`config.mk`:
```
export PLATFORM = sky130hd
export DESIGN_NAME = oscsd_core
export DESIGN_NICKNAME = d
export VERILOG_FILES = /design/src/shared/oscsd_pkg.sv /design/src/oscsd_core.sv
export SDC_FILE = /design/constraint.sdc
export NUM_CORES = 1
export LEC_CHECK = 0
export ABC_AREA = 0
export BUFFER_PORTS_ARGS = -buffer_cell sky130_fd_sc_hd__buf_4
export CAP_MARGIN = 20
export CORE_UTILIZATION = 59
export DETAILED_ROUTE_END_ITERATION = 10
export PLACE_DENSITY = 0.92
export SLEW_MARGIN = 40
export SYNTH_ARGS = -nofsm -noshare
export SYNTH_HDL_FRONTEND = slang
export SYNTH_SLANG_ARGS = --single-unit
```
`constraint.sdc`:
```
create_clock -name clk_sys -period 3.9 [get_ports clk_sys]
set_input_delay 0.585 -clock clk_sys [delete_from_list [all_inputs] [get_ports clk_sys]]
set_output_delay 0.585 -clock clk_sys [all_outputs]
set_load 0.01 [all_outputs]
```
`src/shared/oscsd_pkg.sv`:
```
// Constants for the oscillator select and divider block.
// Assumes a single 100 MHz system clock domain.
`default_nettype none
package oscsd_pkg;
    // ----------------------------------------
    // Register map
    // ----------------------------------------
    localparam logic [23:0] ADDR_OSC_CTL = 24'hFF_E0A0;
    localparam logic [23:0] ADDR_CLK_DIV = 24'hFF_E0A1;
    // ----------------------------------------
    // Control field positions
    // ----------------------------------------
    localparam int BIT_IPO_EN = 7;
    localparam int BIT_XTAL_EN = 6;
    localparam int BIT_WDO_EN = 5;
    localparam int BIT_POF_EN = 4;
    localparam int BIT_WDF_EN = 3;
    localparam int BIT_FLP_EN = 2;
    // ----------------------------------------
    // Reset values and unlock keys
    // ----------------------------------------
    localparam logic [7:0] CTL_RESET = 8'hA0;
    localparam logic [7:0] DIV_RESET = 8'h00;
    localparam logic [7:0] DIV_RESET_LP = 8'h08;
    localparam logic [7:0] UNLOCK_KEY1 = 8'hE7;
    localparam logic [7:0] UNLOCK_KEY2 = 8'h18;
    // ----------------------------------------
    // Clock source codes
    // ----------------------------------------
    localparam logic [1:0] SRC_IPO = 2'h0;
    localparam logic [1:0] SRC_XTAL = 2'h1;
    localparam logic [1:0] SRC_WDO = 2'h3;
    // ----------------------------------------
    // Watchdog failure window in system clocks
    // ----------------------------------------
    localparam int WDF_CYCLES = 8000;
    typedef enum logic [2:0] {
        LK_LOCKED = 3'b001,
        LK_HALF = 3'b010,
        LK_OPEN = 3'b100
    } oscsd_lock_t;
endpackage : oscsd_pkg
`default_nettype wire

```
`src/oscsd_core.sv`:
```
// Oscillator control and clock divider registers with unlock protection.
// Assumes the register port is on clk_sys; the option and status inputs are synchronised to it.
//
// Contract
// - Watchdog oscillator runs only while its enable bit is 1.
// - Primary failure clears the primary failure enable bit.
// - Primary failure enable gates both detection and recovery.
// - Watchdog failure clears the watchdog failure enable bit.
// - Watchdog failure monitoring runs only while its enable is 1.
// - Flash low-power: flash off when idle, on during reads.
// - Flash low-power reset value comes from the option bit.
// - Select 00 picks the internal precision oscillator.
// - Select 01 picks the crystal or external clock.
// - Select 11 picks the watchdog oscillator; 10 reserved.
// - Divider writes are accepted only when unlocked.
// - Writing E7h then 18h to the control address unlocks.
// - Divider write relocks the registers.
// - Divider 00h disables division; else divide by value.
// - Control register needs unlock too and relocks after a write.
// - Flash low-power resets to 1 when option bit is 0.
// - Watchdog failure declared after 8000 cycles without its clock.
`default_nettype none
module oscsd_core
    import oscsd_pkg::*;
(
    // Clock and reset
    input wire logic clk_sys,
    input wire logic rst_n,
    // Register port
    input wire logic [23:0] regAddr,
    input wire logic [7:0] regWrData,
    input wire logic regWrEn,
    input wire logic regRdEn,
    output logic [7:0] regRdData,
    // Option and status pins
    input wire logic lowPowerOptionBit,
    input wire logic primaryOscFail,
    input wire logic watchdogClkIn,
    input wire logic flashRead,
    input wire logic clockIdle,
    // Clock controls
    output logic ipoEnable,
    output logic xtalEnable,
    output logic watchdogOscRun,
    output logic primaryRecoveryEnable,
    output logic [1:0] clockSourceSelect,
    output logic flashPowerUp,
    output logic watchdogFailEvent,
    output logic sysClkDivEn,
    output logic sysClkTick
);
    // ----------------------------------------
    // Input synchronisers
    // ----------------------------------------
    logic [1:0] optSync_reg;
    logic [1:0] pofSync_reg;
    logic [1:0] wdcSync_reg;
    logic [1:0] frdSync_reg;
    logic [1:0] idlSync_reg;
    logic wdcLast_reg;
    always_ff @(posedge clk_sys or negedge rst_n) begin
        if (!rst_n) begin
            optSync_reg <= 2'h0;
            pofSync_reg <= 2'h0;
            wdcSync_reg <= 2'h0;
            frdSync_reg <= 2'h0;
            idlSync_reg <= 2'h0;
            wdcLast_reg <= 1'b0;
        end else begin
            optSync_reg <= {optSync_reg[0], lowPowerOptionBit};
            pofSync_reg <= {pofSync_reg[0], primaryOscFail};
            wdcSync_reg <= {wdcSync_reg[0], watchdogClkIn};
            frdSync_reg <= {frdSync_reg[0], flashRead};
            idlSync_reg <= {idlSync_reg[0], clockIdle};
            wdcLast_reg <= wdcSync_reg[1];
        end
    end
    logic optBit;
    logic pofDetect;
    logic wdcEdge;
    assign optBit = optSync_reg[1];
    assign wdcEdge = wdcSync_reg[1] ^ wdcLast_reg;

    // ----------------------------------------
    // Strap capture after reset release
    // ----------------------------------------
    // Option bit trusted only once both synchroniser stages hold it
    logic [1:0] strapArm_reg;
    logic strapDone_reg;
    logic strapLoad;
    assign strapLoad = strapArm_reg[1] && !strapDone_reg;
    always_ff @(posedge clk_sys or negedge rst_n) begin
        if (!rst_n) begin
            strapArm_reg <= 2'h0;
        end else begin
            strapArm_reg <= {strapArm_reg[0], 1'b1};
        end
    end
    always_ff @(posedge clk_sys or negedge rst_n) begin
        if (!rst_n) begin
            strapDone_reg <= 1'b0;
        end else if (strapLoad) begin
            strapDone_reg <= 1'b1;
        end
    end

    // ----------------------------------------
    // Unlock sequencer
    // ----------------------------------------
    oscsd_lock_t lock_reg;
    oscsd_lock_t lock_next;
    logic ctlHit;
    logic divHit;
    logic ctlWrite;
    logic divWrite;
    always_comb begin
        ctlHit = 1'b0;
        divHit = 1'b0;
        if (regAddr == ADDR_OSC_CTL) begin
            ctlHit = 1'b1;
        end else if (regAddr == ADDR_CLK_DIV) begin
            divHit = 1'b1;
        end
    end
    assign ctlWrite = regWrEn && ctlHit && lock_reg == LK_OPEN;
    assign divWrite = regWrEn && divHit && lock_reg == LK_OPEN;
    always_comb begin
        lock_next = lock_reg;
        if (regWrEn) begin
            case (lock_reg)
                LK_LOCKED: begin
                    lock_next = (ctlHit && regWrData == UNLOCK_KEY1) ? LK_HALF : LK_LOCKED;
                end
                LK_HALF: begin
                    lock_next = (ctlHit && regWrData == UNLOCK_KEY2) ? LK_OPEN : LK_LOCKED;
                end
                LK_OPEN: begin
                    lock_next = LK_LOCKED;
                end
                default: begin
                    lock_next = LK_LOCKED;
                end
            endcase
        end
    end
    always_ff @(posedge clk_sys or negedge rst_n) begin
        if (!rst_n) begin
            lock_reg <= LK_LOCKED;
        end else begin
            lock_reg <= lock_next;
        end
    end

    // ----------------------------------------
    // Oscillator control register
    // ----------------------------------------
    logic [7:0] ctl_reg;
    logic wdfDetect;
    assign pofDetect = pofSync_reg[1] && ctl_reg[BIT_POF_EN];
    always_ff @(posedge clk_sys or negedge rst_n) begin
        if (!rst_n) begin
            ctl_reg <= CTL_RESET;
        end else begin
            if (ctlWrite) begin
                ctl_reg <= regWrData;
            end
            if (strapLoad) begin
                ctl_reg[BIT_FLP_EN] <= !optBit;
            end
            if (pofDetect) begin
                ctl_reg[BIT_POF_EN] <= 1'b0;
            end
            if (wdfDetect) begin
                ctl_reg[BIT_WDF_EN] <= 1'b0;
            end
        end
    end

    // ----------------------------------------
    // Watchdog oscillator failure counter
    // ----------------------------------------
    logic [12:0] wdfCount_reg;
    assign wdfDetect = ctl_reg[BIT_WDF_EN] && !wdcEdge
        && wdfCount_reg == 13'(WDF_CYCLES - 1);
    always_ff @(posedge clk_sys or negedge rst_n) begin
        if (!rst_n) begin
            wdfCount_reg <= 13'h0000;
        end else if (!ctl_reg[BIT_WDF_EN] || wdcEdge || wdfDetect) begin
            wdfCount_reg <= 13'h0000;
        end else begin
            wdfCount_reg <= wdfCount_reg + 13'h0001;
        end
    end
    always_ff @(posedge clk_sys or negedge rst_n) begin
        if (!rst_n) begin
            watchdogFailEvent <= 1'b0;
        end else begin
            watchdogFailEvent <= wdfDetect;
        end
    end

    // ----------------------------------------
    // Clock divider register and divider
    // ----------------------------------------
    logic [7:0] div_reg;
    logic [7:0] divCount_reg;
    always_ff @(posedge clk_sys or negedge rst_n) begin
        if (!rst_n) begin
            div_reg <= DIV_RESET;
        end else if (divWrite) begin
            div_reg <= regWrData;
        end else if (strapLoad) begin
            div_reg <= optBit ? DIV_RESET : DIV_RESET_LP;
        end
    end
    always_ff @(posedge clk_sys or negedge rst_n) begin
        if (!rst_n) begin
            divCount_reg <= 8'h00;
        end else if (div_reg == 8'h00 || divCount_reg >= div_reg - 8'h01) begin
            divCount_reg <= 8'h00;
        end else begin
            divCount_reg <= divCount_reg + 8'h01;
        end
    end
    assign sysClkDivEn = div_reg != 8'h00;
    assign sysClkTick = div_reg == 8'h00 || divCount_reg == 8'h00;

    // ----------------------------------------
    // Control outputs
    // ----------------------------------------
    assign ipoEnable = ctl_reg[BIT_IPO_EN];
    assign xtalEnable = ctl_reg[BIT_XTAL_EN];
    assign watchdogOscRun = ctl_reg[BIT_WDO_EN];
    assign primaryRecoveryEnable = ctl_reg[BIT_POF_EN];
    assign clockSourceSelect = ctl_reg[1:0];
    assign flashPowerUp = !ctl_reg[BIT_FLP_EN] || frdSync_reg[1] || !idlSync_reg[1];

    // ----------------------------------------
    // Read port
    // ----------------------------------------
    always_ff @(posedge clk_sys or negedge rst_n) begin
        if (!rst_n) begin
            regRdData <= 8'h00;
        end else if (regRdEn && ctlHit) begin
            regRdData <= ctl_reg;
        end else if (regRdEn && divHit) begin
            regRdData <= div_reg;
        end else begin
            regRdData <= 8'h00;
        end
    end
endmodule : oscsd_core
`default_nettype wire

```
**Word level (Yosys, flattened, before mapping)**

Index checks and enable logic that the tools add are counted.

- Bits in registers: 63
- Output and inout port bits: 18

- Add/subtract/negate cells: 3
- Magnitude comparators: 1
- Equality and inequality tests: 8
- Mux-type cells: 17
- Bitwise operators: 1
- Reduce and logical (&&, ||, !) cells: 31

Operators with widths:

| operator | count |
|---|---|
| $eq A24 B24 Y1 const B | 2 |
| $mux W8 | 5 |
| $logic_not A8 Y1 | 2 |
| $add A13 B1 Y13 const B | 1 |
| $eq A13 B13 Y1 const B | 1 |
| $mux W13 | 1 |
| $logic_and A1 B1 Y1 | 12 |
| $add A8 B1 Y8 const B | 1 |
| $eq A8 B5 Y1 const B | 1 |
| $eq A8 B8 Y1 const B | 1 |
| $ge A8 B8 Y1 | 1 |
| $reduce_bool A2 Y1 | 4 |
| $reduce_bool A8 Y1 | 1 |
| $sub A8 B1 Y8 const B | 1 |
| $logic_not A1 Y1 | 6 |
| $logic_or A1 B1 Y1 | 6 |
| $mux W1 | 6 |
| $pmux W3 S2 | 1 |
| $mux W5 | 1 |
| $mux W4 | 1 |
| $eq A3 B1 Y1 const B | 1 |
| $eq A3 B2 Y1 const B | 1 |
| $eq A3 B3 Y1 const B | 1 |
| $mux W3 | 1 |
| other kinds (2) | 2 |

**Logic depth before layout (Yosys ltp)**

- Word-level depth: 6
- Depth in mapped cells: 10

**Least setup slack after synthesis**

Ideal clock, no wire load.

- Path type: input to register
- Start point: input port regAddr[1]
- End point: register ctl_reg[0]
- Setup time: 0.125 ns
- Arrival: 2.510 ns
- Data required time: 3.775 ns
- Setup slack: 1.266 ns
- Stages: 4
- Buffers on the path: 0
- Cells stage by stage: or4b_1 -> or4_4 -> nor4_4 -> mux2_2

- Cells in the longest elaborated chain, start to end: 4

Ends and longest elaborated chain:

| element | line | RTL |
|---|---|---|
| start, declared | oscsd_core.sv:30 | `input wire logic [23:0] regAddr,` |
| $eq A24 B24 Y1 | oscsd_core.sv:119 | `if (regAddr == ADDR_OSC_CTL) begin` |
| $mux W1 | oscsd_core.sv:119 |  |
| $logic_and A1 B1 Y1 (2 in a row) | oscsd_core.sv:125 | `assign ctlWrite = regWrEn && ctlHit && lock_reg == LK_OPEN;` |
| end signal, assigned | oscsd_core.sv:165 | `ctl_reg <= regWrData;` |
| end signal, assigned by index | oscsd_core.sv:168 | `ctl_reg[BIT_FLP_EN] <= !optBit;` |
| end, declared | oscsd_core.sv:157 | `logic [7:0] ctl_reg;` |

No other way between the ends.
A chain may end at the register's enable or synchronous reset.

**Final worst setup path**

- Start point: register divCount_reg[0]
- End point: output port sysClkTick

- Cells in the longest elaborated chain, start to end: 2

Ends and longest elaborated chain:

| element | line | RTL |
|---|---|---|
| start, declared | oscsd_core.sv:206 | `logic [7:0] divCount_reg;` |
| start signal, assigned | oscsd_core.sv:222 | `divCount_reg <= divCount_reg + 8'h01;` |
| $logic_not A8 Y1 | oscsd_core.sv:226 | `assign sysClkTick = div_reg == 8'h00 \|\| divCount_reg == 8'h00;` |
| $logic_or A1 B1 Y1 | oscsd_core.sv:226 |  |
| end, declared | oscsd_core.sv:50 | `output logic sysClkTick` |

No other way between the ends.

==> run_results.csv <==
group,metric,value,unit
synthesis,ys.flop_type,"dfrtp_1",
clock_tree,cts.clk_slew.worst_paths,0.07,ns
synthesis,synth_area_leaders,"dfrtp_1 51%, ha_1 5.1%, nor2_1 5.1%",
cells_and_area,drive_gt1_share,25.8,%
setup_path,cp-start-kind,"flip-flop",
synthesis,synth_edf_count,0,
grt,grt_max_degree,64,
timing,setup_ws,1.17,ns
cells_and_area,finalNetCount,385,
grt,grt_overflow,0,
synthesis,synthesis.instances,268,
cells_and_area,fillCellCount,331,
cells_and_area,postLayoutCellArea,0.00365,mm2
setup_path,critPathMaxStageDelay,0.58,ns
timing,worstMarginPinSlew,0.720,ns
clock_tree,clk_latency,0.35,ns
synthesis,synthesis.nets,321,
clock_tree,cts-root-buf,"clkbuf_8",
power,peakVddDrop,0.376,mV
clock_tree,cts_buffer_depth,2,
grt,antenna_found_initial,0,
grt,grtUsageTotal,27.2,%
job,drv_cap,0,
setup_path,worst-setup-path-type,"flip-flop to output port",
timing,finalHoldViolations,0,
timing,final_max_slew_viol_count,0,
clock_tree,cts_resized,0,
cells_and_area,area_growth,24.7,%
clock_tree,cts_tree,"yes",
die,io_pins,59,
cells_and_area,diodes,0,
die,rows,25,
outcome,outcome,"completed",
placed_design,place_congestion,0.813,
routing,met1_length,2.55,mm
die,start_util,61.5,%
synthesis,ys_seq_area_share,54.0,%
routing,met2WireLength,3.29,mm
grt,grt_pass1_wl,10.5,mm
routing,drtPass1Iterations,4,
placed_design,io_buffer_count,58,
setup_path,end_kind,"output port",
clock_tree,cts_htree_levels,3,
routing,drt_iter0_drc,68,
power,p_leak,1.67,nW
routing,antenna_left,0,
routing,route.detailed.drc,0,
die,fp.dieW,72.4,um
timing,period_share,69.9,%
hold_path,hold_path.class,"primary input to asynchronous set/reset pin",
clock_tree,cts.sinks,63,
synthesis,synth.distinct_cells,43,
synthesis,ys_warn_count,0,
setup_path,path_cells,"inv_1 -> ha_1 -> or4b_2 -> o41ai_1 -> buf_4",
placed_design,dp_hpwl,4.36,mm
setup_path,arrival,2.14,ns
routing,highest_layer,"met4",
die,die_area,0.00524,mm2
synthesis,synth.largest_area_cell,"dfrtp_1",
timing,fmax,367,MHz
timing,finalSetupViolations,0,
synthesis,ys_ff_latch,63,
placed_design,detailed_place.area,0.00342,mm2
routing,wl_met3,325,um
clock_tree,hold_buffers,0,
routing,drt-total-wl,6.27,mm
routing,via_count,2233,
synthesis,avgSynthCellArea,10.9,um2
placed_design,place_ws,1.01,ns
timing,rsz0062_at_grt,"false",
clock_tree,cts_inserted_buffers,9,
setup_path,crit_slowest_cell,"or4b_2",
setup_path,path_max_fanout,6,
timing,timing.hold.ws,0.203,ns
power,powerDensity,453,mW/mm2
timing,final.min_clock_period,2.73,ns
synthesis,synthArstFlopShare,100,%
timing,finClkSkew,0.00751,ns
die,die_h,72.4,um
synthesis,synth_top_area_share,51.3,%
timing,fin_setup_tns,0,ns
die,coreArea,0.00475,mm2
grt,grt_pass1_vias,2346,
routing,wire_per_inst,15.5,um
setup_path,cp.required,3.31,ns
routing,vias_per_cell,5.53,
synthesis,synth_area,0.00292,mm2
cells_and_area,largest_register_ffs,13,
timing,slew-limit-headroom,51.7,%
clock_tree,post_cts_buffers,0,
worst paths after layout:
check	from	end	slack [ns]	cells after the start
min in group clk_sys	primaryOscFail	pofSync_reg[0]	0.33	1
max in group asynchronous	rst_n	divCount_reg[7]	3.31	1
setup reg to reg	div_reg[2]	divCount_reg[5]	1.32	9
setup / recovery	divCount_reg[0]	sysClkTick	1.17	5
hold reg to reg	frdSync_reg[0]	frdSync_reg[1]	0.35	0
hold / removal	rst_n	wdfCount_reg[11]	0.20	1
metrics by stage:
step | power (mW) | std cells | util [%]
6_report | 1.65 | 404 | 76.7
5_1_grt | 1.75 | 404 | 76.7
4_1_cts | 1.67 | 404 | 76.6
3_5_place_dp | 1.02 | 388 | 71.8
3_3_place_gp | 1.00 | 388 | 71.8
2_1_floorplan | 0.914 | 268 | -
critical path: cells and delay by family, from the launching register on:
| family | cells | cell delay [ns] |
|---|---|---|
| simple gates | 1 | 0.58 |
| flops | 1 | 0.45 |
| compound gates | 1 | 0.32 |
| fa+ha+maj | 1 | 0.15 |
| buf+inv | 2 | 0.30 |
routing by layer:
layer | vias up | global-route usage, %
met3 | 15 | 10.1
met5 | - | 0
met4 | 0 | 12.2
met1 | 1095 | 30.8
li1 | 1056 | -
met2 | 67 | 45.8
cell usage after synthesis (all sizes together) (4+ instances only):
library cell,n
nand2b,5
nor3,5
nand2,23
ha,12
mux2i,10
mux2,5
and3,4
o31ai,4
nand3,17
dfrtp,60
xor2,11
xnor2,13
nor2,40
o21ai,9
nor4,4
inv,7
power by group:
part | internal, mW | leakage, nW | total [mW] | switching (mW)
clock network | 0.366 | 0.110 | 0.640 | 0.274
registers | 0.698 | 0.812 | 0.757 | 0.0594
logic | 0.129 | 0.749 | 0.255 | 0.126
cell families (layout without fill, tap and decap cells):
group / count (synthesis) / count (layout) / share of synthesized area, %
AND/OR/NAND/NOR: 118 / 118 / 21.2
flip-flops: 63 / 63 / 54.0
XOR/XNOR: 24 / 24 / 7.19
AO/OA/AOI/OAI: 23 / 23 / 5.09
multiplexers: 15 / 15 / 5.35
adder cells (fa/ha/maj): 12 / 12 / 5.13
buffers and inverters: 12 / 81 / 1.84
other: 1 / 1 / 0.128
layout make-up:
type | instances | area [um2] | share of cell area (%)
clock inverter | 7 | 103 | 2.81
inverter | 7 | 26.3 | 0.721
multi-input combinational | 193 | 1290 | 35.4
clock buffer | 9 | 124 | 3.40
sequential | 63 | 1580 | 43.3
timing repair buffer | 58 | 439 | 12.0
tap | 67 | 83.8 | 2.30
placed cells by master (no fill, tap or decap), types with 7 or more instances in the layout:
cell | Yosys | final
dfrtp_1 | 60 | 60
buf_4 | 2 | 57
nor2_1 | 40 | 40
nand2_1 | 23 | 23
nand3_1 | 17 | 17
xnor2_1 | 13 | 13
ha_1 | 12 | 12
xor2_1 | 11 | 11
mux2i_1 | 10 | 10
o21ai_0 | 9 | 9
clkbuf_8 | 0 | 9
inv_1 | 7 | 7
Note: power is estimated with default switching activity, not from simulation.
